--- config.mk ---
export PLATFORM = sky130hd
export DESIGN_NAME = hardware_trap_unit
export DESIGN_NICKNAME = d
export VERILOG_FILES = /design/src/rtl/trap_pkg.sv /design/src/rtl/trap_path_if.sv /design/src/rtl/hardware_trap_unit.sv /design/src/rtl/trap_arbiter.sv /design/src/rtl/vector_address_calc.sv
export SDC_FILE = /design/constraint.sdc
export NUM_CORES = 1
export LEC_CHECK = 0
export BUFFER_PORTS_ARGS = -buffer_cell sky130_fd_sc_hd__buf_4
export CAP_MARGIN = 20
export CELL_PAD_IN_SITES_DETAIL_PLACEMENT = 0
export CELL_PAD_IN_SITES_GLOBAL_PLACEMENT = 2
export CORE_MARGIN = 5
export CORE_UTILIZATION = 30
export DETAILED_ROUTE_END_ITERATION = 8
export GPL_TIMING_DRIVEN = 0
export PLACE_DENSITY_LB_ADDON = 0.1
export SYNTH_ARGS = -nofsm -noshare
export SYNTH_HDL_FRONTEND = slang
export SYNTH_SLANG_ARGS = --single-unit
export TNS_END_PERCENT = 5
--- constraint.sdc ---
create_clock -name aclk -period 2.2 [get_ports aclk]
set_input_delay 0.44 -clock aclk [delete_from_list [all_inputs] [get_ports aclk]]
set_output_delay 0.44 -clock aclk [all_outputs]
set_load 0.03 [all_outputs]
--- src/rtl/trap_pkg.sv ---
// shared constants for the hardware trap unit
package trap_pkg;
  // trap condition bit positions, also the trap flag register layout
  localparam int FLAG_COUNT = 9;
  localparam int IDX_SR0 = 0;
  localparam int IDX_STACK_OVERFLOW_FLAG = 1;
  localparam int IDX_STACK_UNDERFLOW_FLAG = 2;
  localparam int IDX_SOFTWARE_BREAK_FLAG = 3;
  localparam int IDX_SR1 = 4;
  localparam int IDX_UNDEFINED_OPCODE_FLAG = 5;
  localparam int IDX_MEMORY_ACCESS_ERROR_FLAG = 6;
  localparam int IDX_PROTECTED_INSTRUCTION_FAULT_FLAG = 7;
  localparam int IDX_ILLEGAL_WORD_OPERAND_FLAG = 8;
  localparam int CLASS_A_COUNT = 4;
  localparam logic [8:0] CLASS_A_MASK = 9'h00f;
  localparam logic [8:0] CLASS_B_MASK = 9'h1f0;

  // trap numbers
  localparam logic [6:0] NUM_SYSTEM_REQUEST_ZERO = 7'h02;
  localparam logic [6:0] NUM_STACK_OVERFLOW = 7'h04;
  localparam logic [6:0] NUM_STACK_UNDERFLOW = 7'h06;
  localparam logic [6:0] NUM_SOFTWARE_BREAK = 7'h08;
  localparam logic [6:0] NUM_CLASS_TWO_SHARED = 7'h0a;

  // service levels: none, class B (I), class A (II)
  localparam logic [1:0] LEVEL_NONE = 2'h0;
  localparam logic [1:0] LEVEL_I = 2'h1;
  localparam logic [1:0] LEVEL_II = 2'h2;

  // vector table geometry
  localparam int SEGMENT_WIDTH = 8;
  localparam int OFFSET_WIDTH = 16;
  localparam int ADDRESS_WIDTH = 24;
  localparam int BASE_SPACING_SHIFT = 2;
  localparam logic [7:0] SEGMENT_RESET = 8'h00;
  localparam logic [1:0] SPACING_RESET = 2'h0;
  localparam logic [15:0] SEGMENT_OFFSET_ZERO = 16'h0000;

  // register map, byte addresses
  localparam int AXI_ADDR_WIDTH = 8;
  localparam logic [7:0] OFS_TRAP_FLAGS = 8'h00;
  localparam logic [7:0] OFS_VECTOR_SEGMENT = 8'h04;
  localparam logic [7:0] OFS_CPU_CONTROL_ONE = 8'h08;
  localparam logic [7:0] OFS_SERVICE_STATUS = 8'h0c;
  localparam logic [7:0] OFS_IRQ_STATUS = 8'h10;
  localparam logic [7:0] OFS_IRQ_CLEAR = 8'h14;
  localparam logic [7:0] OFS_IRQ_ENABLE = 8'h18;

  // interrupt events: class A taken, class B taken, software trap taken
  localparam int IRQ_COUNT = 3;
  localparam int IRQ_CLASS_A = 0;
  localparam int IRQ_CLASS_B = 1;
  localparam int IRQ_SOFTWARE = 2;

  localparam logic [1:0] RESP_OKAY = 2'h0;
  localparam logic [1:0] RESP_SLVERR = 2'h2;
endpackage

--- src/rtl/trap_path_if.sv ---
// signals between the trap unit top, its arbiter and its vector calculator
interface trap_path_if;
  logic [8:0] candidates;
  logic [1:0] current_level;
  logic sw_pending;
  logic [6:0] sw_number;
  logic take_valid;
  logic take_hw;
  logic [6:0] take_number;
  logic [1:0] take_level;
  logic [8:0] take_mask;
  logic [7:0] segment;
  logic [1:0] spacing;
  logic [23:0] vector_address;

  modport top (output candidates, current_level, sw_pending, sw_number, segment, spacing,
               input take_valid, take_hw, take_number, take_level, take_mask, vector_address);
  modport arbiter (input candidates, current_level, sw_pending, sw_number,
                   output take_valid, take_hw, take_number, take_level, take_mask);
  modport calc (input take_number, segment, spacing, output vector_address);
endinterface

--- src/rtl/hardware_trap_unit.sv ---
// hardware and software trap unit with an axi4-lite register slave
module hardware_trap_unit (
  input wire logic aclk,
  input wire logic aresetn,
  input wire logic [7:0] s_axi_awaddr,
  input wire logic [2:0] s_axi_awprot,
  input wire logic s_axi_awvalid,
  output logic s_axi_awready,
  input wire logic [31:0] s_axi_wdata,
  input wire logic [3:0] s_axi_wstrb,
  input wire logic s_axi_wvalid,
  output logic s_axi_wready,
  output logic [1:0] s_axi_bresp,
  output logic s_axi_bvalid,
  input wire logic s_axi_bready,
  input wire logic [7:0] s_axi_araddr,
  input wire logic [2:0] s_axi_arprot,
  input wire logic s_axi_arvalid,
  output logic s_axi_arready,
  output logic [31:0] s_axi_rdata,
  output logic [1:0] s_axi_rresp,
  output logic s_axi_rvalid,
  input wire logic s_axi_rready,
  input wire logic [8:0] hw_trap_event,
  input wire logic sw_trap_request,
  input wire logic [6:0] sw_trap_number,
  input wire logic trap_return,
  output logic redirect_valid,
  output logic [23:0] redirect_address,
  output logic [6:0] redirect_number,
  output logic [1:0] redirect_level,
  output logic block_interrupts,
  output logic irq
);
  trap_path_if tp ();

  logic [8:0] trap_flag_register;
  logic [8:0] pending;
  logic [7:0] vector_table_segment;
  logic [1:0] vector_spacing_field;
  logic sw_pending;
  logic [6:0] sw_number;
  logic [1:0] current_level;
  logic [1:0] saved_level_0;
  logic [1:0] saved_level_1;
  logic [1:0] next_level;
  logic [1:0] next_saved_0;
  logic [1:0] next_saved_1;
  logic [2:0] irq_status;
  logic [2:0] irq_enable;
  logic [2:0] irq_event;
  logic [2:0] next_irq_status;
  logic aw_held;
  logic w_held;
  logic [7:0] aw_addr;
  logic [31:0] w_data;
  logic [3:0] w_strb;
  logic do_write;
  logic [31:0] write_mask;
  logic [31:0] clear_bits;
  logic [31:0] read_value;
  logic read_hit;

  // byte enables widened to a bit mask
  function automatic logic [31:0] byte_mask(input logic [3:0] strb);
    logic [31:0] m;
    m = '0;
    for (int i = 0; i < 4; i++) begin
      m[i*8 +: 8] = {8{strb[i]}};
    end
    return m;
  endfunction

  // merge written bytes into an old value
  function automatic logic [31:0] merge(input logic [31:0] old, input logic [31:0] data, input logic [31:0] mask);
    return (old & ~mask) | (data & mask);
  endfunction

  // shared path to arbiter and vector calculator
  assign tp.candidates = pending | hw_trap_event;
  assign tp.current_level = current_level;
  assign tp.sw_pending = sw_pending | sw_trap_request;
  assign tp.sw_number = sw_pending ? sw_number : sw_trap_number;
  assign tp.segment = vector_table_segment;
  assign tp.spacing = vector_spacing_field;

  trap_arbiter u_arbiter (
    .tp(tp.arbiter)
  );

  vector_address_calc u_calc (
    .tp(tp.calc)
  );

  // write takes place once both address and data are held
  assign do_write = aw_held && w_held && !s_axi_bvalid;
  assign write_mask = byte_mask(w_strb);
  assign clear_bits = w_data & write_mask;

  // write address channel
  always_ff @(posedge aclk) begin
    if (!aresetn) begin
      aw_held <= 1'b0;
      aw_addr <= '0;
      s_axi_awready <= 1'b0;
    end else if (s_axi_awvalid && s_axi_awready) begin
      aw_held <= 1'b1;
      aw_addr <= s_axi_awaddr;
      s_axi_awready <= 1'b0;
    end else begin
      if (do_write) aw_held <= 1'b0;
      // reopen only after the response has gone
      s_axi_awready <= !aw_held && !s_axi_bvalid;
    end
  end

  // write data channel
  always_ff @(posedge aclk) begin
    if (!aresetn) begin
      w_held <= 1'b0;
      w_data <= '0;
      w_strb <= '0;
      s_axi_wready <= 1'b0;
    end else if (s_axi_wvalid && s_axi_wready) begin
      w_held <= 1'b1;
      w_data <= s_axi_wdata;
      w_strb <= s_axi_wstrb;
      s_axi_wready <= 1'b0;
    end else begin
      if (do_write) w_held <= 1'b0;
      s_axi_wready <= !w_held && !s_axi_bvalid;
    end
  end

  // write response; unmapped or read-only targets answer slverr
  always_ff @(posedge aclk) begin
    if (!aresetn) begin
      s_axi_bvalid <= 1'b0;
      s_axi_bresp <= trap_pkg::RESP_OKAY;
    end else if (do_write) begin
      s_axi_bvalid <= 1'b1;
      unique case (aw_addr)
        trap_pkg::OFS_TRAP_FLAGS, trap_pkg::OFS_VECTOR_SEGMENT, trap_pkg::OFS_CPU_CONTROL_ONE,
        trap_pkg::OFS_IRQ_CLEAR, trap_pkg::OFS_IRQ_ENABLE: s_axi_bresp <= trap_pkg::RESP_OKAY;
        default: s_axi_bresp <= trap_pkg::RESP_SLVERR;
      endcase
    end else if (s_axi_bvalid && s_axi_bready) begin
      s_axi_bvalid <= 1'b0;
    end
  end

  // read decode
  always_comb begin
    read_value = '0;
    read_hit = 1'b1;
    unique case (s_axi_araddr)
      trap_pkg::OFS_TRAP_FLAGS: read_value = 32'(trap_flag_register);
      trap_pkg::OFS_VECTOR_SEGMENT: read_value = 32'(vector_table_segment);
      trap_pkg::OFS_CPU_CONTROL_ONE: read_value = 32'(vector_spacing_field);
      trap_pkg::OFS_SERVICE_STATUS: read_value = 32'({pending, sw_pending, saved_level_1, saved_level_0, current_level});
      trap_pkg::OFS_IRQ_STATUS: read_value = 32'(irq_status);
      trap_pkg::OFS_IRQ_ENABLE: read_value = 32'(irq_enable);
      trap_pkg::OFS_IRQ_CLEAR: read_value = '0;
      default: read_hit = 1'b0;
    endcase
  end

  // read channel, one cycle from address to data
  always_ff @(posedge aclk) begin
    if (!aresetn) begin
      s_axi_arready <= 1'b0;
      s_axi_rvalid <= 1'b0;
      s_axi_rdata <= '0;
      s_axi_rresp <= trap_pkg::RESP_OKAY;
    end else if (s_axi_arvalid && s_axi_arready) begin
      s_axi_arready <= 1'b0;
      s_axi_rvalid <= 1'b1;
      s_axi_rdata <= read_value;
      s_axi_rresp <= read_hit ? trap_pkg::RESP_OKAY : trap_pkg::RESP_SLVERR;
    end else if (s_axi_rvalid && s_axi_rready) begin
      s_axi_rvalid <= 1'b0;
      s_axi_arready <= 1'b1;
    end else begin
      s_axi_arready <= !s_axi_rvalid;
    end
  end

  // trap flags: sticky, write one to clear, a new cause beats the clear
  always_ff @(posedge aclk) begin
    if (!aresetn) begin
      trap_flag_register <= '0;
    end else begin
      if (do_write && (aw_addr == trap_pkg::OFS_TRAP_FLAGS)) begin
        trap_flag_register <= (trap_flag_register & ~clear_bits[8:0]) | hw_trap_event;
      end else begin
        trap_flag_register <= trap_flag_register | hw_trap_event;
      end
    end
  end

  // causes not yet vectored; no mask exists for them
  always_ff @(posedge aclk) begin
    if (!aresetn) begin
      pending <= '0;
    end else if (tp.take_valid && tp.take_hw) begin
      pending <= tp.candidates & ~tp.take_mask;
    end else begin
      pending <= tp.candidates;
    end
  end

  // software trap request, held while hardware traps go first
  always_ff @(posedge aclk) begin
    if (!aresetn) begin
      sw_pending <= 1'b0;
      sw_number <= '0;
    end else begin
      sw_pending <= tp.sw_pending && !(tp.take_valid && !tp.take_hw);
      sw_number <= tp.sw_number;
    end
  end

  // vector table configuration
  always_ff @(posedge aclk) begin
    if (!aresetn) begin
      vector_table_segment <= trap_pkg::SEGMENT_RESET;
      vector_spacing_field <= trap_pkg::SPACING_RESET;
    end else if (do_write) begin
      if (aw_addr == trap_pkg::OFS_VECTOR_SEGMENT) begin
        vector_table_segment <= 8'(merge(32'(vector_table_segment), w_data, write_mask));
      end
      if (aw_addr == trap_pkg::OFS_CPU_CONTROL_ONE) begin
        vector_spacing_field <= 2'(merge(32'(vector_spacing_field), w_data, write_mask));
      end
    end
  end

  // service level stack: return pops, a hardware take pushes
  always_comb begin
    next_level = current_level;
    next_saved_0 = saved_level_0;
    next_saved_1 = saved_level_1;
    if (trap_return) begin
      next_level = saved_level_0;
      next_saved_0 = saved_level_1;
      next_saved_1 = trap_pkg::LEVEL_NONE;
    end
    if (tp.take_valid && tp.take_hw) begin
      next_saved_1 = next_saved_0;
      next_saved_0 = next_level;
      next_level = tp.take_level;
    end
  end

  // two saved levels cover none, class B, class A nesting
  always_ff @(posedge aclk) begin
    if (!aresetn) begin
      current_level <= trap_pkg::LEVEL_NONE;
      saved_level_0 <= trap_pkg::LEVEL_NONE;
      saved_level_1 <= trap_pkg::LEVEL_NONE;
    end else begin
      current_level <= next_level;
      saved_level_0 <= next_saved_0;
      saved_level_1 <= next_saved_1;
    end
  end

  // hold off interrupts and event transfers
  always_ff @(posedge aclk) begin
    if (!aresetn) begin
      block_interrupts <= 1'b0;
    end else begin
      block_interrupts <= next_level != trap_pkg::LEVEL_NONE;
    end
  end

  // redirect to the core, one cycle pulse
  always_ff @(posedge aclk) begin
    if (!aresetn) begin
      redirect_valid <= 1'b0;
      redirect_address <= '0;
      redirect_number <= '0;
      redirect_level <= trap_pkg::LEVEL_NONE;
    end else begin
      redirect_valid <= tp.take_valid;
      if (tp.take_valid) begin
        redirect_address <= tp.vector_address;
        redirect_number <= tp.take_number;
        // software traps keep the current level
        redirect_level <= tp.take_hw ? tp.take_level : current_level;
      end
    end
  end

  // interrupt events from each kind of take
  assign irq_event[trap_pkg::IRQ_CLASS_A] = tp.take_valid && (tp.take_level == trap_pkg::LEVEL_II);
  assign irq_event[trap_pkg::IRQ_CLASS_B] = tp.take_valid && (tp.take_level == trap_pkg::LEVEL_I);
  assign irq_event[trap_pkg::IRQ_SOFTWARE] = tp.take_valid && !tp.take_hw;

  // sticky status, event beats a clear in the same cycle
  always_comb begin
    next_irq_status = irq_status | irq_event;
    if (do_write && (aw_addr == trap_pkg::OFS_IRQ_CLEAR)) begin
      next_irq_status = (irq_status & ~clear_bits[2:0]) | irq_event;
    end
  end

  always_ff @(posedge aclk) begin
    if (!aresetn) begin
      irq_status <= '0;
      irq_enable <= '0;
      irq <= 1'b0;
    end else begin
      irq_status <= next_irq_status;
      if (do_write && (aw_addr == trap_pkg::OFS_IRQ_ENABLE)) begin
        irq_enable <= 3'(merge(32'(irq_enable), w_data, write_mask));
      end
      // level output follows status one edge later
      irq <= (irq_status & irq_enable) != '0;
    end
  end
endmodule

--- src/rtl/trap_arbiter.sv ---
// picks the trap to take this cycle from pending causes and service level
module trap_arbiter (
  trap_path_if.arbiter tp
);
  logic [8:0] class_a;
  logic a_allowed;
  logic b_allowed;

  // lowest flag index wins among class A causes
  function automatic logic [6:0] class_a_number(input logic [8:0] c);
    logic [6:0] n;
    n = trap_pkg::NUM_SOFTWARE_BREAK;
    if (c[trap_pkg::IDX_STACK_UNDERFLOW_FLAG]) n = trap_pkg::NUM_STACK_UNDERFLOW;
    if (c[trap_pkg::IDX_STACK_OVERFLOW_FLAG]) n = trap_pkg::NUM_STACK_OVERFLOW;
    if (c[trap_pkg::IDX_SR0]) n = trap_pkg::NUM_SYSTEM_REQUEST_ZERO;
    return n;
  endfunction

  assign a_allowed = tp.current_level < trap_pkg::LEVEL_II;
  assign b_allowed = tp.current_level < trap_pkg::LEVEL_I;
  assign class_a = tp.candidates & trap_pkg::CLASS_A_MASK;

  // hardware first, then software at the current cpu priority
  always_comb begin
    tp.take_valid = 1'b0;
    tp.take_hw = 1'b0;
    tp.take_number = tp.sw_number;
    tp.take_level = trap_pkg::LEVEL_NONE;
    tp.take_mask = '0;
    if (a_allowed && (class_a != '0)) begin
      tp.take_valid = 1'b1;
      tp.take_hw = 1'b1;
      tp.take_number = class_a_number(class_a);
      tp.take_level = trap_pkg::LEVEL_II;
      tp.take_mask = class_a & ~(class_a - 9'h001);
    end else if (b_allowed && ((tp.candidates & trap_pkg::CLASS_B_MASK) != '0)) begin
      tp.take_valid = 1'b1;
      tp.take_hw = 1'b1;
      tp.take_number = trap_pkg::NUM_CLASS_TWO_SHARED;
      tp.take_level = trap_pkg::LEVEL_I;
      tp.take_mask = trap_pkg::CLASS_B_MASK;
    end else if (tp.sw_pending) begin
      tp.take_valid = 1'b1;
    end
  end
endmodule

--- src/rtl/vector_address_calc.sv ---
// forms the vector address from segment, spacing and trap number
module vector_address_calc (
  trap_path_if.calc tp
);
  logic [23:0] base;
  logic [23:0] offset;

  assign base = {tp.segment, trap_pkg::SEGMENT_OFFSET_ZERO};
  assign offset = 24'(tp.take_number) << (trap_pkg::BASE_SPACING_SHIFT + int'(tp.spacing));
  assign tp.vector_address = base + offset;
endmodule

==> results of run 1 <==
## layout make-up
cell class | instances | share of cell area
multi-input cells | 430 | 0.3603
repair buffers | 104 | 0.1106
well taps | 225 | 0.03988
inverters | 9 | 0.004786
clock buffers | 26 | 0.07356
flip-flops and latches | 126 | 0.3573
clock inverters | 5 | 0.01099
plain buffers | 55 | 0.04254
## layer usage
layer / part of all wire / track usage
met1: 0.46 / 0.2101
met2: 0.49 / 0.2713
met3: 0.040 / 0.03918
met4: 0.017 / 0.05653
met5: 0 / 0
## what timing repair did
item | CTS | global route
pin swaps | 0 | 2
setup endpoints to repair | 28 | 29
hold buffers | 0 | 0
gates resized for setup | 3 | 8
## per-stage QoR
step | total power (µW) | hold WS [ns] | TNS, ns | instance area (µm²)
after floorplan | 2882 | 0.4367 | 0 | 5354
after global placement | 3122 | 0.4497 | -12.85 | 6416
after detailed placement | 3131 | 0.4564 | -14.15 | 6416
after CTS | 5976 | 0.2548 | 0 | 7022
after global routing | 6175 | 0.2680 | -0.007242 | 7059
final | 5914 | 0.2725 | 0 | 7059
## report_power, final
part	total, µW	leakage [µW]	switching [µW]	internal, µW
combinational	650	0.00160	400	250
clock	2820	0.000292	984	1840
sequential	2440	0.00103	68.9	2370
total	5910	0.00293	1450	4460
## path summary, 6_finish.rpt
path,from,end
max,pending[1],redirect_address[6]
min,s_axi_awaddr[7],aw_addr[7]
max reg2reg,pending[1],redirect_address[6]
min reg2reg,redirect_address[21],redirect_address[21]
## tightest hold or removal path, stage by stage
cell                      delay (ns)
sky130_fd_sc_hd__buf_4          0.11
sky130_fd_sc_hd__nand2_1        0.04
sky130_fd_sc_hd__a21oi_1        0.05
## cells in the final DEF (no fill, tap or decap), drive strengths merged, types with 3 or more instances in the layout
| cell type | n |
|---|---|
| mux2i | 26 |
| and3 | 10 |
| or2 | 4 |
| nor4 | 5 |
| nor3 | 14 |
| a22o | 5 |
| and2 | 3 |
| a311oi | 3 |
| a22oi | 23 |
| o211ai | 3 |
| conb | 20 |
| clkbuf | 53 |
| buf | 132 |
| nand2b | 3 |
| a21boi | 8 |
| nand4 | 4 |
| o21a | 11 |
| mux2 | 11 |
| a21oi | 49 |
| dfxtp | 126 |
| inv | 8 |
| nor2 | 81 |
| nand2 | 88 |
| a211oi | 6 |
| or4 | 4 |
| clkinv | 3 |
| a31oi | 6 |
| nand3 | 9 |
| o21ai | 13 |
## cell families after synthesis
kind of cell              after synthesis  share of synthesized area
xor gates and xnor gates                1                   0.001658
other                                   1                  0.0007099
buffers and inverters                  64                    0.06229
and+or+nand+nor                       237                     0.2170
DFF                                   126                     0.4775
AOI/OAI and AO/OA                     135                     0.1682
muxes                                  37                    0.07271
==> impl_results.rst, run 1 <==
.. list-table::
   :header-rows: 1

   * - Metric
     - Value
   * - Pre-CTS worst setup slack
     - -0.5894 ns
   * - Worst max-slew margin expressed relative to the limit
     - 0.4817
   * - Final setup viols
     - 0
   * - Total wirelength of the detailed-routed design
     - 16.39 mm
   * - Core Area
     - 0.01730 mm²
   * - Mapped Cells
     - 601
   * - Wire length of the first global-routing pass
     - 25.65 mm
   * - TritonCTS Buffers
     - 17
   * - Cell family with most CP delay
     - compound AO/OA/AOI/OAI gates
   * - Count of maximum capacitance violations
     - 0
   * - Num ports
     - 160
   * - Share of cells above drive strength 1
     - 0.2517
   * - Average size of a mapped cell
     - 8.790 µm²
   * - GP Congestion
     - 0.7986
   * - Critical path's slowest cell
     - sky130_fd_sc_hd__a211oi_2
   * - Post-detailed-route wirelength per cell
     - 16.73 µm
   * - Max Freq
     - 472.9 MHz
   * - Number of levels in the clock H-tree
     - 4
   * - Required time at the worst-slack endpoint
     - 2.54 ns
   * - Unrepaired setup endpoints after global routing
     - yes
   * - Pin count of the biggest net entering global routing
     - 17
   * - Inserted Diodes
     - 0
   * - Fin. max-slew vios
     - 0
   * - R2R Setup Slk
     - 0.09 ns
   * - Sequential standard cell area
     - 0.002522 mm²
   * - Clock latency of the later-clocked register in the worst-skew pair
     - 0.42 ns
   * - Library cell with the largest summed area after synthesis
     - sky130_fd_sc_hd__dfxtp_1
   * - Starting density of the core
     - 0.3054
   * - Count of state elements after synthesis
     - 126
   * - Count of distinct cell types in the synthesized netlist
     - 55
   * - Clock buffer depth
     - 2
   * - Count of filler cells inserted in the layout
     - 1775
   * - CP max FO
     - 6
   * - Power density of the placed cells
     - 837.7 mW/mm²
   * - Via count normalized by instance count
     - 4.785
   * - Number of global-route vias before repair
     - 4681
   * - Yosys warning total
     - 0
   * - Area of combinational cells with multiple inputs
     - 0.002544 mm²
   * - Number of hold violations in the final report
     - 0
   * - Type of the worst setup path
     - reg -> reg
   * - Antenna violations before repair
     - 0
   * - Worst R2R Path Depth
     - 6
   * - Overflow left after global routing
     - 0
   * - Total number of vias
     - 4689
   * - CP Depth
     - 6
   * - Placement row count
     - 48
   * - Worst setup EP type
     - flop
   * - Initial DRC Count
     - 193
   * - Delay of the slowest cell on the worst path
     - 0.46 ns
   * - Most numerous cell in the Yosys netlist
     - sky130_fd_sc_hd__dfxtp_1
   * - Bufs and invs on worst path
     - 0
   * - Cell types occupying the most area after synthesis
     - sky130_fd_sc_hd__dfxtp_1 (48%), sky130_fd_sc_hd__nand2_1 (6.3%), sky130_fd_sc_hd__nor2_1 (5.7%)
   * - Post-synth EDFFs
     - 0
   * - Post-route insts no fill
     - 980
   * - Clock slew at reported path FFs
     - 0.05 ns
   * - Critical path arrival
     - 2.46 ns
   * - Final critical-path share of the clock period
     - 0.9611
   * - Post-layout minimum cycle time
     - 2.114 ns
   * - Number of optimization iterations in the first detailed-route pass
     - 5
   * - Clock tree from TritonCTS
     - done
   * - Final standard cell utilization of the core
     - 0.4081
   * - Final #Nets
     - 826
   * - HPWL after detailed placement
     - 12.66 mm
   * - Die Span Y
     - 142.7 µm
   * - Category of the worst setup path launch point
     - flop
   * - Remaining design rule violation count
     - 0
   * - Die Width
     - 142.7 µm
   * - Max VDD drop
     - 0.0005615 V
   * - Total track usage
     - 0.1641
   * - Area enclosed by the die boundary
     - 0.02036 mm²
   * - Hold-critical path depth
     - 3
   * - Pleak
     - 0.002926 µW
   * - Routed Antenna Nets
     - 0
   * - Cell Area, Synth
     - 0.005283 mm²
   * - Total setup buffers inserted after CTS
     - 0
   * - Outcome
     - complete, no violations
   * - Transition at the pin with the smallest max-transition slack
     - 0.7715 ns
   * - List of most frequent post-synthesis cells
     - sky130_fd_sc_hd__dfxtp_1 (126), sky130_fd_sc_hd__nand2_1 (88), sky130_fd_sc_hd__nor2_1 (80)
   * - Post-route setup slack
     - 0.08553 ns
   * - Layout Area Growth over Synthesis
     - 33.63%
   * - Total number of clock tree sinks
     - 126
   * - Cells traversed along the worst timing path
     - nor4_4 -> a2bb2oi_1 -> a211oi_2 -> a22oi_1 -> or4_1 -> o211ai_1
   * - Root buffer cell
     - sky130_fd_sc_hd__clkbuf_16
   * - Async set-reset flop share out of synthesis
     - 0
   * - Fin Clk Skew
     - 0.006733 ns
   * - Quantity of I/O buffers inserted on ports
     - 104
   * - Most common flop cell mapped by yosys
     - sky130_fd_sc_hd__dfxtp_1
   * - Dpl cells
     - 949
   * - Sequential area share after synthesis
     - 0.4775
   * - Worst min-delay path category
     - in -> reg
   * - Synth top area share
     - 0.4775
Note: power is estimated with default switching activity, not from simulation.
==> inputs of run 2 (changes only) <==
--- a/config.mk
+++ b/config.mk
@@ -10,7 +10,7 @@
 export CELL_PAD_IN_SITES_DETAIL_PLACEMENT = 0
 export CELL_PAD_IN_SITES_GLOBAL_PLACEMENT = 2
 export CORE_MARGIN = 5
-export CORE_UTILIZATION = 30
+export CORE_UTILIZATION = 32
 export DETAILED_ROUTE_END_ITERATION = 8
 export GPL_TIMING_DRIVEN = 0
 export PLACE_DENSITY_LB_ADDON = 0.1
==> constraint.sdc (replaced) <==
create_clock -name aclk -period 2.45 [get_ports aclk]
set_input_delay 0.49 -clock aclk [delete_from_list [all_inputs] [get_ports aclk]]
set_output_delay 0.49 -clock aclk [all_outputs]
set_load 0.03 [all_outputs]
==> run 2 against run 1 <==
Critical path depth rose by 1. Clock-buffer cell count up 1. Sequential share of layout area is 0.76 points higher. Flip-flop and latch count is the same. Clock skew grew 0.0035 ns. Combinational power decreased by 12%. Via count is 0.53% lower. Power shrank 17%. Highest routed layer unchanged. Hold slack improved by 0.049 ns. Design area decreased by 2.1%.
==> impl_results.rst, run 2 (synthesis results as in run 1) <==
.. list-table::
   :header-rows: 1

   * - Metric
     - Value
   * - Post-route setup slack
     - 0.2948 ns (+0.2093 ns)
   * - Max Freq
     - 464.0 MHz (-1.9%)
   * - Final standard cell area without fillers
     - 0.006913 mm² (-2.1%)
   * - Clock buffer depth
     - 2 (unchanged)
   * - Type of the worst setup path
     - reg -> reg
   * - Initial DRC Count
     - 224 (+16%)
   * - R2R Setup Slk
     - 0.29 ns (+0.21 ns)
   * - Overflow left after global routing
     - 0 (unchanged)
   * - Leading cell type in the layout, fill and taps excluded
     - sky130_fd_sc_hd__dfxtp_1
   * - Final #Nets
     - 826 (unchanged)
   * - Num ports
     - 160 (unchanged)
   * - Total number of vias
     - 4664 (-0.53%)
   * - Worst min-delay path category
     - in -> reg
   * - Remaining design rule violation count
     - 0 (unchanged)
   * - Post-layout minimum cycle time
     - 2.155 ns (+0.04075 ns)
   * - Die Width
     - 138.5 µm (-3.0%)
   * - Worst max-slew margin expressed relative to the limit
     - 0.4845 (+0.002725)
   * - Required time at the worst-slack endpoint
     - 2.78 ns (+0.24 ns)
   * - GP Congestion
     - 0.8195 (+2.6%)
   * - Routed Antenna Nets
     - 0 (unchanged)
   * - Clock tree from TritonCTS
     - done
   * - Via count normalized by instance count
     - 4.793 (+0.18%)
   * - Total wirelength of the detailed-routed design
     - 16.30 mm (-0.58%)
   * - Fin. max-slew vios
     - 0 (unchanged)
   * - Final critical-path share of the clock period
     - 0.8797 (-0.08144)
   * - Wire length of the first global-routing pass
     - 25.83 mm (+0.73%)
   * - Total number of clock tree sinks
     - 126 (unchanged)
   * - Antenna violations before repair
     - 0 (unchanged)
   * - Total setup buffers inserted after CTS
     - 0 (unchanged)
   * - Inserted Diodes
     - 0 (unchanged)
   * - Pre-CTS worst setup slack
     - -0.3681 ns (+0.2213 ns)
   * - Critical path arrival
     - 2.49 ns (+0.03 ns)
   * - TritonCTS Buffers
     - 17 (unchanged)
   * - Share of cells above drive strength 1
     - 0.2377 (-0.01394)
   * - CP max FO
     - 9 (+3)
   * - Pleak
     - 0.002859 µW (-2.3%)
   * - Area enclosed by the die boundary
     - 0.01918 mm² (-5.8%)
   * - Root buffer cell
     - sky130_fd_sc_hd__clkbuf_16
   * - Transition at the pin with the smallest max-transition slack
     - 0.7674 ns (-0.004056 ns)
   * - Placement row count
     - 47 (-2.1%)
   * - Clock latency of the later-clocked register in the worst-skew pair
     - 0.42 ns (about the same)
   * - Number of optimization iterations in the first detailed-route pass
     - 4 (-1)
   * - Starting density of the core
     - 0.3220 (+0.01656)
   * - Pin count of the biggest net entering global routing
     - 17 (unchanged)
   * - Fin Clk Skew
     - 0.01020 ns (+0.003469 ns)
   * - Number of levels in the clock H-tree
     - 4 (unchanged)
   * - Power density of the placed cells
     - 712.3 mW/mm² (-15%)
   * - Quantity of I/O buffers inserted on ports
     - 104 (unchanged)
   * - Category of the worst setup path launch point
     - flop
   * - Hold-fix buffer count after cts
     - 0 (unchanged)
   * - Core Area
     - 0.01641 mm² (-5.1%)
   * - Number of hold violations in the final report
     - 0 (unchanged)
   * - Post-detailed-route wirelength per cell
     - 16.75 µm (+0.14%)
   * - HPWL after detailed placement
     - 12.56 mm (-0.81%)
   * - Count of maximum capacitance violations
     - 0 (unchanged)
   * - Pwr Total
     - 4924 µW (-17%)
   * - Layout Area Growth over Synthesis
     - 30.86%
   * - Clock slew at reported path FFs
     - 0.05 ns (about the same)
   * - Final setup viols
     - 0 (unchanged)
   * - Dpl cell area
     - 0.006410 mm² (about the same)
   * - Unrepaired setup endpoints after global routing
     - no
   * - Commonest non-fill, non-tap cells in the layout
     - sky130_fd_sc_hd__dfxtp_1 (126), sky130_fd_sc_hd__buf_4 (124), sky130_fd_sc_hd__nand2_1 (88)
   * - Number of global-route vias before repair
     - 4660 (-0.45%)
   * - Total track usage
     - 0.1713 (+0.007161)
   * - Outcome
     - complete, no violations
   * - Max VDD drop
     - 0.0004897 V (-13%)
   * - Die Span Y
     - 138.5 µm (-3.0%)
   * - Worst setup EP type
     - flop
==> run 2: cell types whose count changed in the layout (fill, tap and decap cells not counted), sizes merged <==
cell	previous run	this run
buf	132	133
clkinvlp	1	0
bufinv	2	0
==> run 2: final timing paths <==
path	from	endpoint	cells past startpoint
worst max register to register	current_level[1]	redirect_address[6]	7
worst min-delay path	hw_trap_event[4]	trap_flag_register[4]	2
worst max-delay path	current_level[1]	redirect_address[6]	7
worst min register to register	redirect_address[21]	redirect_address[21]	2
==> run 2: repair_timing <==
action                     in CTS  in global routing
hold endpoints to repair        0                  0
setup endpoints to repair       0                 13
gates resized for setup         0                  3
==> run 2: stage by stage <==
step / TNS (ns) / std cells / util / hold slack (ns)
final: 0 / 973 / 0.4213 / 0.3215
after global routing: 0 / 973 / 0.4213 / 0.3171
after CTS: 0 / 973 / 0.4207 / 0.3100
after detailed placement: -6.130 / 944 / 0.3907 / 0.4499
after global placement: -5.059 / 944 / 0.3907 / 0.4461
after floorplan: 0 / 620 / - / 0.4367
==> run 2: per-layer routing <==
| metal | vias to the layer above | track usage | share of wire |
|---|---|---|---|
| li1 | 2352 | - | - |
| met1 | 2204 | 0.2201 | 0.46 |
| met2 | 95 | 0.2896 | 0.49 |
| met3 | 13 | 0.03833 | 0.033 |
| met4 | 0 | 0.04888 | 0.011 |
| met5 | - | 0 | 0 |
==> run 2: report_power, final <==
group          internal [µW]  total (µW)  switching [µW]
clock network           1320        2160             833
registers               2130        2190            62.6
logic                    221         573             352
total                   3680        4920            1250
==> run 2: cell type report <==
| cell class | count | area (µm²) |
|---|---|---|
| Timing Repair Buffer | 104 | 780.7 |
| Sequential cell | 126 | 2522 |
| Fill cell | 1710 | 9494 |
| Tap cell | 220 | 275.3 |
| Clock buffer | 27 | 483.0 |
| Inverter | 9 | 33.78 |
| Multi-Input combinational cell | 430 | 2511 |
| Clock inverter | 2 | 10.01 |
| Buffer | 55 | 296.5 |
==> run 2: worst max-delay path: stages (launching register included) <==
cell and delay, ns:
sky130_fd_sc_hd__dfxtp_1 0.30, sky130_fd_sc_hd__buf_6 0.14, sky130_fd_sc_hd__nor3_2 0.36, sky130_fd_sc_hd__a2bb2oi_1 0.13, sky130_fd_sc_hd__a211oi_2 0.42, sky130_fd_sc_hd__a22oi_1 0.17, sky130_fd_sc_hd__or4_1 0.45, sky130_fd_sc_hd__o211ai_1 0.11
==> inputs of run 3 (changes only) <==
--- a/config.mk
+++ b/config.mk
@@ -10,9 +10,10 @@
 export CELL_PAD_IN_SITES_DETAIL_PLACEMENT = 0
 export CELL_PAD_IN_SITES_GLOBAL_PLACEMENT = 2
 export CORE_MARGIN = 5
-export CORE_UTILIZATION = 32
+export CORE_UTILIZATION = 27
 export DETAILED_ROUTE_END_ITERATION = 8
 export GPL_TIMING_DRIVEN = 0
+export MAX_ROUTING_LAYER = met4
 export PLACE_DENSITY_LB_ADDON = 0.1
 export SYNTH_ARGS = -nofsm -noshare
 export SYNTH_HDL_FRONTEND = slang
==> constraint.sdc (replaced) <==
create_clock -name aclk -period 1.88 [get_ports aclk]
set_input_delay 0.376 -clock aclk [delete_from_list [all_inputs] [get_ports aclk]]
set_output_delay 0.376 -clock aclk [all_outputs]
set_load 0.03 [all_outputs]
==> run 3 against run 2 <==
The run now ends with negative setup slack left. First-iteration DRC count decreased by 8.0%. Sequential power increased by 31%. Die area increased by 17%. Clock power increased by 45%. Worst setup slack got worse by 0.31 ns. Register-to-register slack got worse by 0.31 ns.
==> impl_results.rst, run 3 (synthesis results as in run 1) <==
.. list-table::
   :header-rows: 1

   * - Metric
     - Value
   * - Area enclosed by the die boundary
     - 0.02246 mm² (+17%)
   * - Total wirelength of the detailed-routed design
     - 17.56 mm (+7.8%)
   * - Final #Nets
     - 836 (+1.2%)
   * - Power density of the placed cells
     - 935.4 mW/mm² (+31%)
   * - Number of levels in the clock H-tree
     - 4 (unchanged)
   * - Routed Antenna Nets
     - 0 (unchanged)
   * - Final setup viols
     - 1 (+1)
   * - Leading cell type in the layout, fill and taps excluded
     - sky130_fd_sc_hd__buf_4
   * - Pleak
     - 0.002997 µW (+4.8%)
   * - Pin count of the biggest net entering global routing
     - 17 (unchanged)
   * - Die Span Y
     - 149.9 µm (+8.2%)
   * - CP max FO
     - 4 (-5)
   * - Overflow left after global routing
     - 0 (unchanged)
   * - Share of cells above drive strength 1
     - 0.2963 (+0.05863)
   * - Post-layout minimum cycle time
     - 1.896 ns (-0.2591 ns)
   * - Final Hold Slack
     - 0.2090 ns (-0.1125 ns)
   * - Clock tree from TritonCTS
     - done
   * - Worst min-delay path category
     - in -> reg
   * - Max Freq
     - 527.4 MHz (+14%)
   * - R2R Setup Slk
     - -0.02 ns (-0.31 ns)
   * - Via count normalized by instance count
     - 4.579 (-4.5%)
   * - Sw Ratio
     - 0.2603 (+0.006873)
   * - Clock latency of the later-clocked register in the worst-skew pair
     - 0.42 ns (about the same)
   * - Total number of clock tree sinks
     - 126 (unchanged)
   * - Core Area
     - 0.01933 mm² (+18%)
   * - Fin Clk Skew
     - 0.007051 ns (-0.003151 ns)
   * - Internal power component
     - 5034 µW (+37%)
   * - Worst R2R Path Depth
     - 8 (+1)
   * - Antenna violations before repair
     - 1 (+1)
   * - Hold-critical path depth
     - 3 (+1)
   * - Post-route insts no fill
     - 1032 (+6.1%)
   * - Total number of vias
     - 4726 (+1.3%)
   * - Reported net switching power
     - 1771 µW (+42%)
   * - Setup TNS
     - -0.01608 ns (-0.01608 ns)
   * - Hold path endpoint
     - w_data[1]
   * - Required time at the worst-slack endpoint
     - 2.22 ns (-0.56 ns)
   * - Post-route setup slack
     - -0.01608 ns (-0.3109 ns)
   * - Clock slew at reported path FFs
     - 0.06 ns (about the same)
   * - Total track usage
     - 0.1615 (-0.009785)
   * - Outcome
     - complete, but fails checks
   * - Initial DRC Count
     - 206 (-8.0%)
   * - End of the worst register-to-register path
     - redirect_address[6]
   * - Failing checks
     - negative setup slack
   * - Fin. max-slew vios
     - 0 (unchanged)
   * - Dpl cells
     - 989 (+4.8%)
   * - Start point of the worst hold path
     - s_axi_wdata[1]
   * - HPWL after detailed placement
     - 13.36 mm (+6.3%)
   * - Final critical-path share of the clock period
     - 1.009 (+0.1289)
   * - Transition at the pin with the smallest max-transition slack
     - 0.6802 ns (-0.08720 ns)
   * - Placement row count
     - 51 (+8.5%)
   * - Count of filler cells inserted in the layout
     - 2009 (+17%)
   * - Remaining design rule violation count
     - 0 (unchanged)
   * - TritonCTS Buffers
     - 17 (unchanged)
   * - Max VDD drop
     - 0.0006177 V (+26%)
   * - Count of maximum capacitance violations
     - 0 (unchanged)
   * - Number of hold violations in the final report
     - 0 (unchanged)
   * - Final standard cell utilization of the core
     - 0.3763 (-0.04504)
   * - Layout Area Growth over Synthesis
     - 37.73%
   * - Pre-CTS worst setup slack
     - -0.9842 ns (-0.6162 ns)
   * - Wire length of the first global-routing pass
     - 26.81 mm (+3.8%)
   * - Number of optimization iterations in the first detailed-route pass
     - 5 (+1)
   * - Unrepaired setup endpoints after global routing
     - yes
   * - Root buffer cell
     - sky130_fd_sc_hd__clkbuf_16
   * - Num ports
     - 160 (unchanged)
   * - Type of the worst setup path
     - reg -> reg
   * - Part of the total power dissipated in combinational logic
     - 0.118 (+0.002)
   * - Hold-fix buffer count after cts
     - 0 (unchanged)
   * - Quantity of I/O buffers inserted on ports
     - 104 (unchanged)
   * - Starting density of the core
     - 0.2732 (-0.04876)
   * - Critical path arrival
     - 2.23 ns (-0.26 ns)
   * - Category of the worst setup path launch point
     - flop
   * - Commonest non-fill, non-tap cells in the layout
     - sky130_fd_sc_hd__buf_4 (134), sky130_fd_sc_hd__dfxtp_1 (118), sky130_fd_sc_hd__nand2_1 (87)
   * - Worst max-slew margin expressed relative to the limit
     - 0.5465 (+0.06207)
   * - Post-detailed-route wirelength per cell
     - 17.02 µm (+1.6%)
   * - Worst setup EP type
     - flop
   * - Worst setup path startpoint
     - pending[1]
   * - Die Width
     - 149.9 µm (+8.2%)
   * - Reg2Reg Launch Point
     - pending[1]
   * - Clock group share of total power
     - 0.462 (+0.024)
   * - Clock buffer depth
     - 2 (unchanged)
   * - Number of global-route vias before repair
     - 4819 (+3.4%)
   * - GP Congestion
     - 0.8081 (-1.4%)
   * - Relative contribution of sequential cells to total power
     - 0.420 (-0.026)
==> run 3: cell types whose count changed in the layout (fill, tap and decap cells not counted), moves of 4 or more <==
| cell | delta |
|---|---|
| sky130_fd_sc_hd__buf_4 | +10 |
| sky130_fd_sc_hd__dfxtp_1 | -8 |
| sky130_fd_sc_hd__clkinvlp_4 | +4 |
| sky130_fd_sc_hd__dfxtp_2 | +5 |
| sky130_fd_sc_hd__clkbuf_1 | -9 |
==> run 3: worst max path at each step <==
stage	slack, ns	end	cells after the start
CTS	-0.06	redirect_address[4]	5
global placement	-0.97	irq	6
global route	-0.09	redirect_address[4]	5
floorplan	0.08	redirect_address[4]	5
detailed placement	-0.98	irq	6
finish	-0.02	redirect_address[6]	8
==> run 3: area by class of cell <==
class / count / area [µm²] / area share
antenna: 1 / 2.502 / 0.0003439
tap: 265 / 331.6 / 0.04557
buffer: 54 / 322.8 / 0.04437
timing repair buffer: 115 / 875.8 / 0.1204
multi-input combinational: 430 / 2609 / 0.3586
clock buffer: 21 / 440.4 / 0.06053
sequential: 126 / 2540 / 0.3491
inverter: 9 / 35.03 / 0.004815
clock inverter: 11 / 118.9 / 0.01634
==> run 3: layer usage <==
layer / vias to the layer above / GRT usage / wire, µm
met5: - / - / 0
met4: 0 / 0.05855 / 306
met3: 22 / 0.03028 / 619
met2: 104 / 0.2584 / 8398
met1: 2222 / 0.2040 / 8237
li1: 2378 / - / -
==> run 3: per-stage QoR <==
| stage | area (µm²) | power, µW |
|---|---|---|
| finish | 7276 | 6805 |
| global route | 7276 | 7070 |
| CTS | 7167 | 6866 |
| detailed placement | 6466 | 3674 |
| global placement | 6466 | 3666 |
| floorplan | 5354 | 3373 |
==> run 3: power by group through the flow <==
stage          registers [µW]  clock network (µW)  logic [µW]
6_report                 2860                3140         802
5_1_grt                  2870                3320         876
3_5_place_dp             2910                   0         759
4_1_cts                  2860                3210         794
3_3_place_gp             2910                   0         753
2_1_floorplan            2950                   0         420
==> run 3: worst max-delay path, stage by stage (launching register included) <==
cell and delay, ns:
sky130_fd_sc_hd__dfxtp_4 0.37, sky130_fd_sc_hd__nor4_4 0.05, sky130_fd_sc_hd__buf_4 0.15, sky130_fd_sc_hd__buf_4 0.14, sky130_fd_sc_hd__and3_1 0.15, sky130_fd_sc_hd__a211oi_2 0.32
sky130_fd_sc_hd__a22oi_2 0.11, sky130_fd_sc_hd__or4_1 0.42, sky130_fd_sc_hd__o211ai_1 0.10
==> run 3: repair_timing <==
action	in CTS	in global routing
resized for setup	22	29
setup endpoints to repair	69	59
pin swaps	10	13
hold endpoints to repair	0	0
buffers inserted	8	3
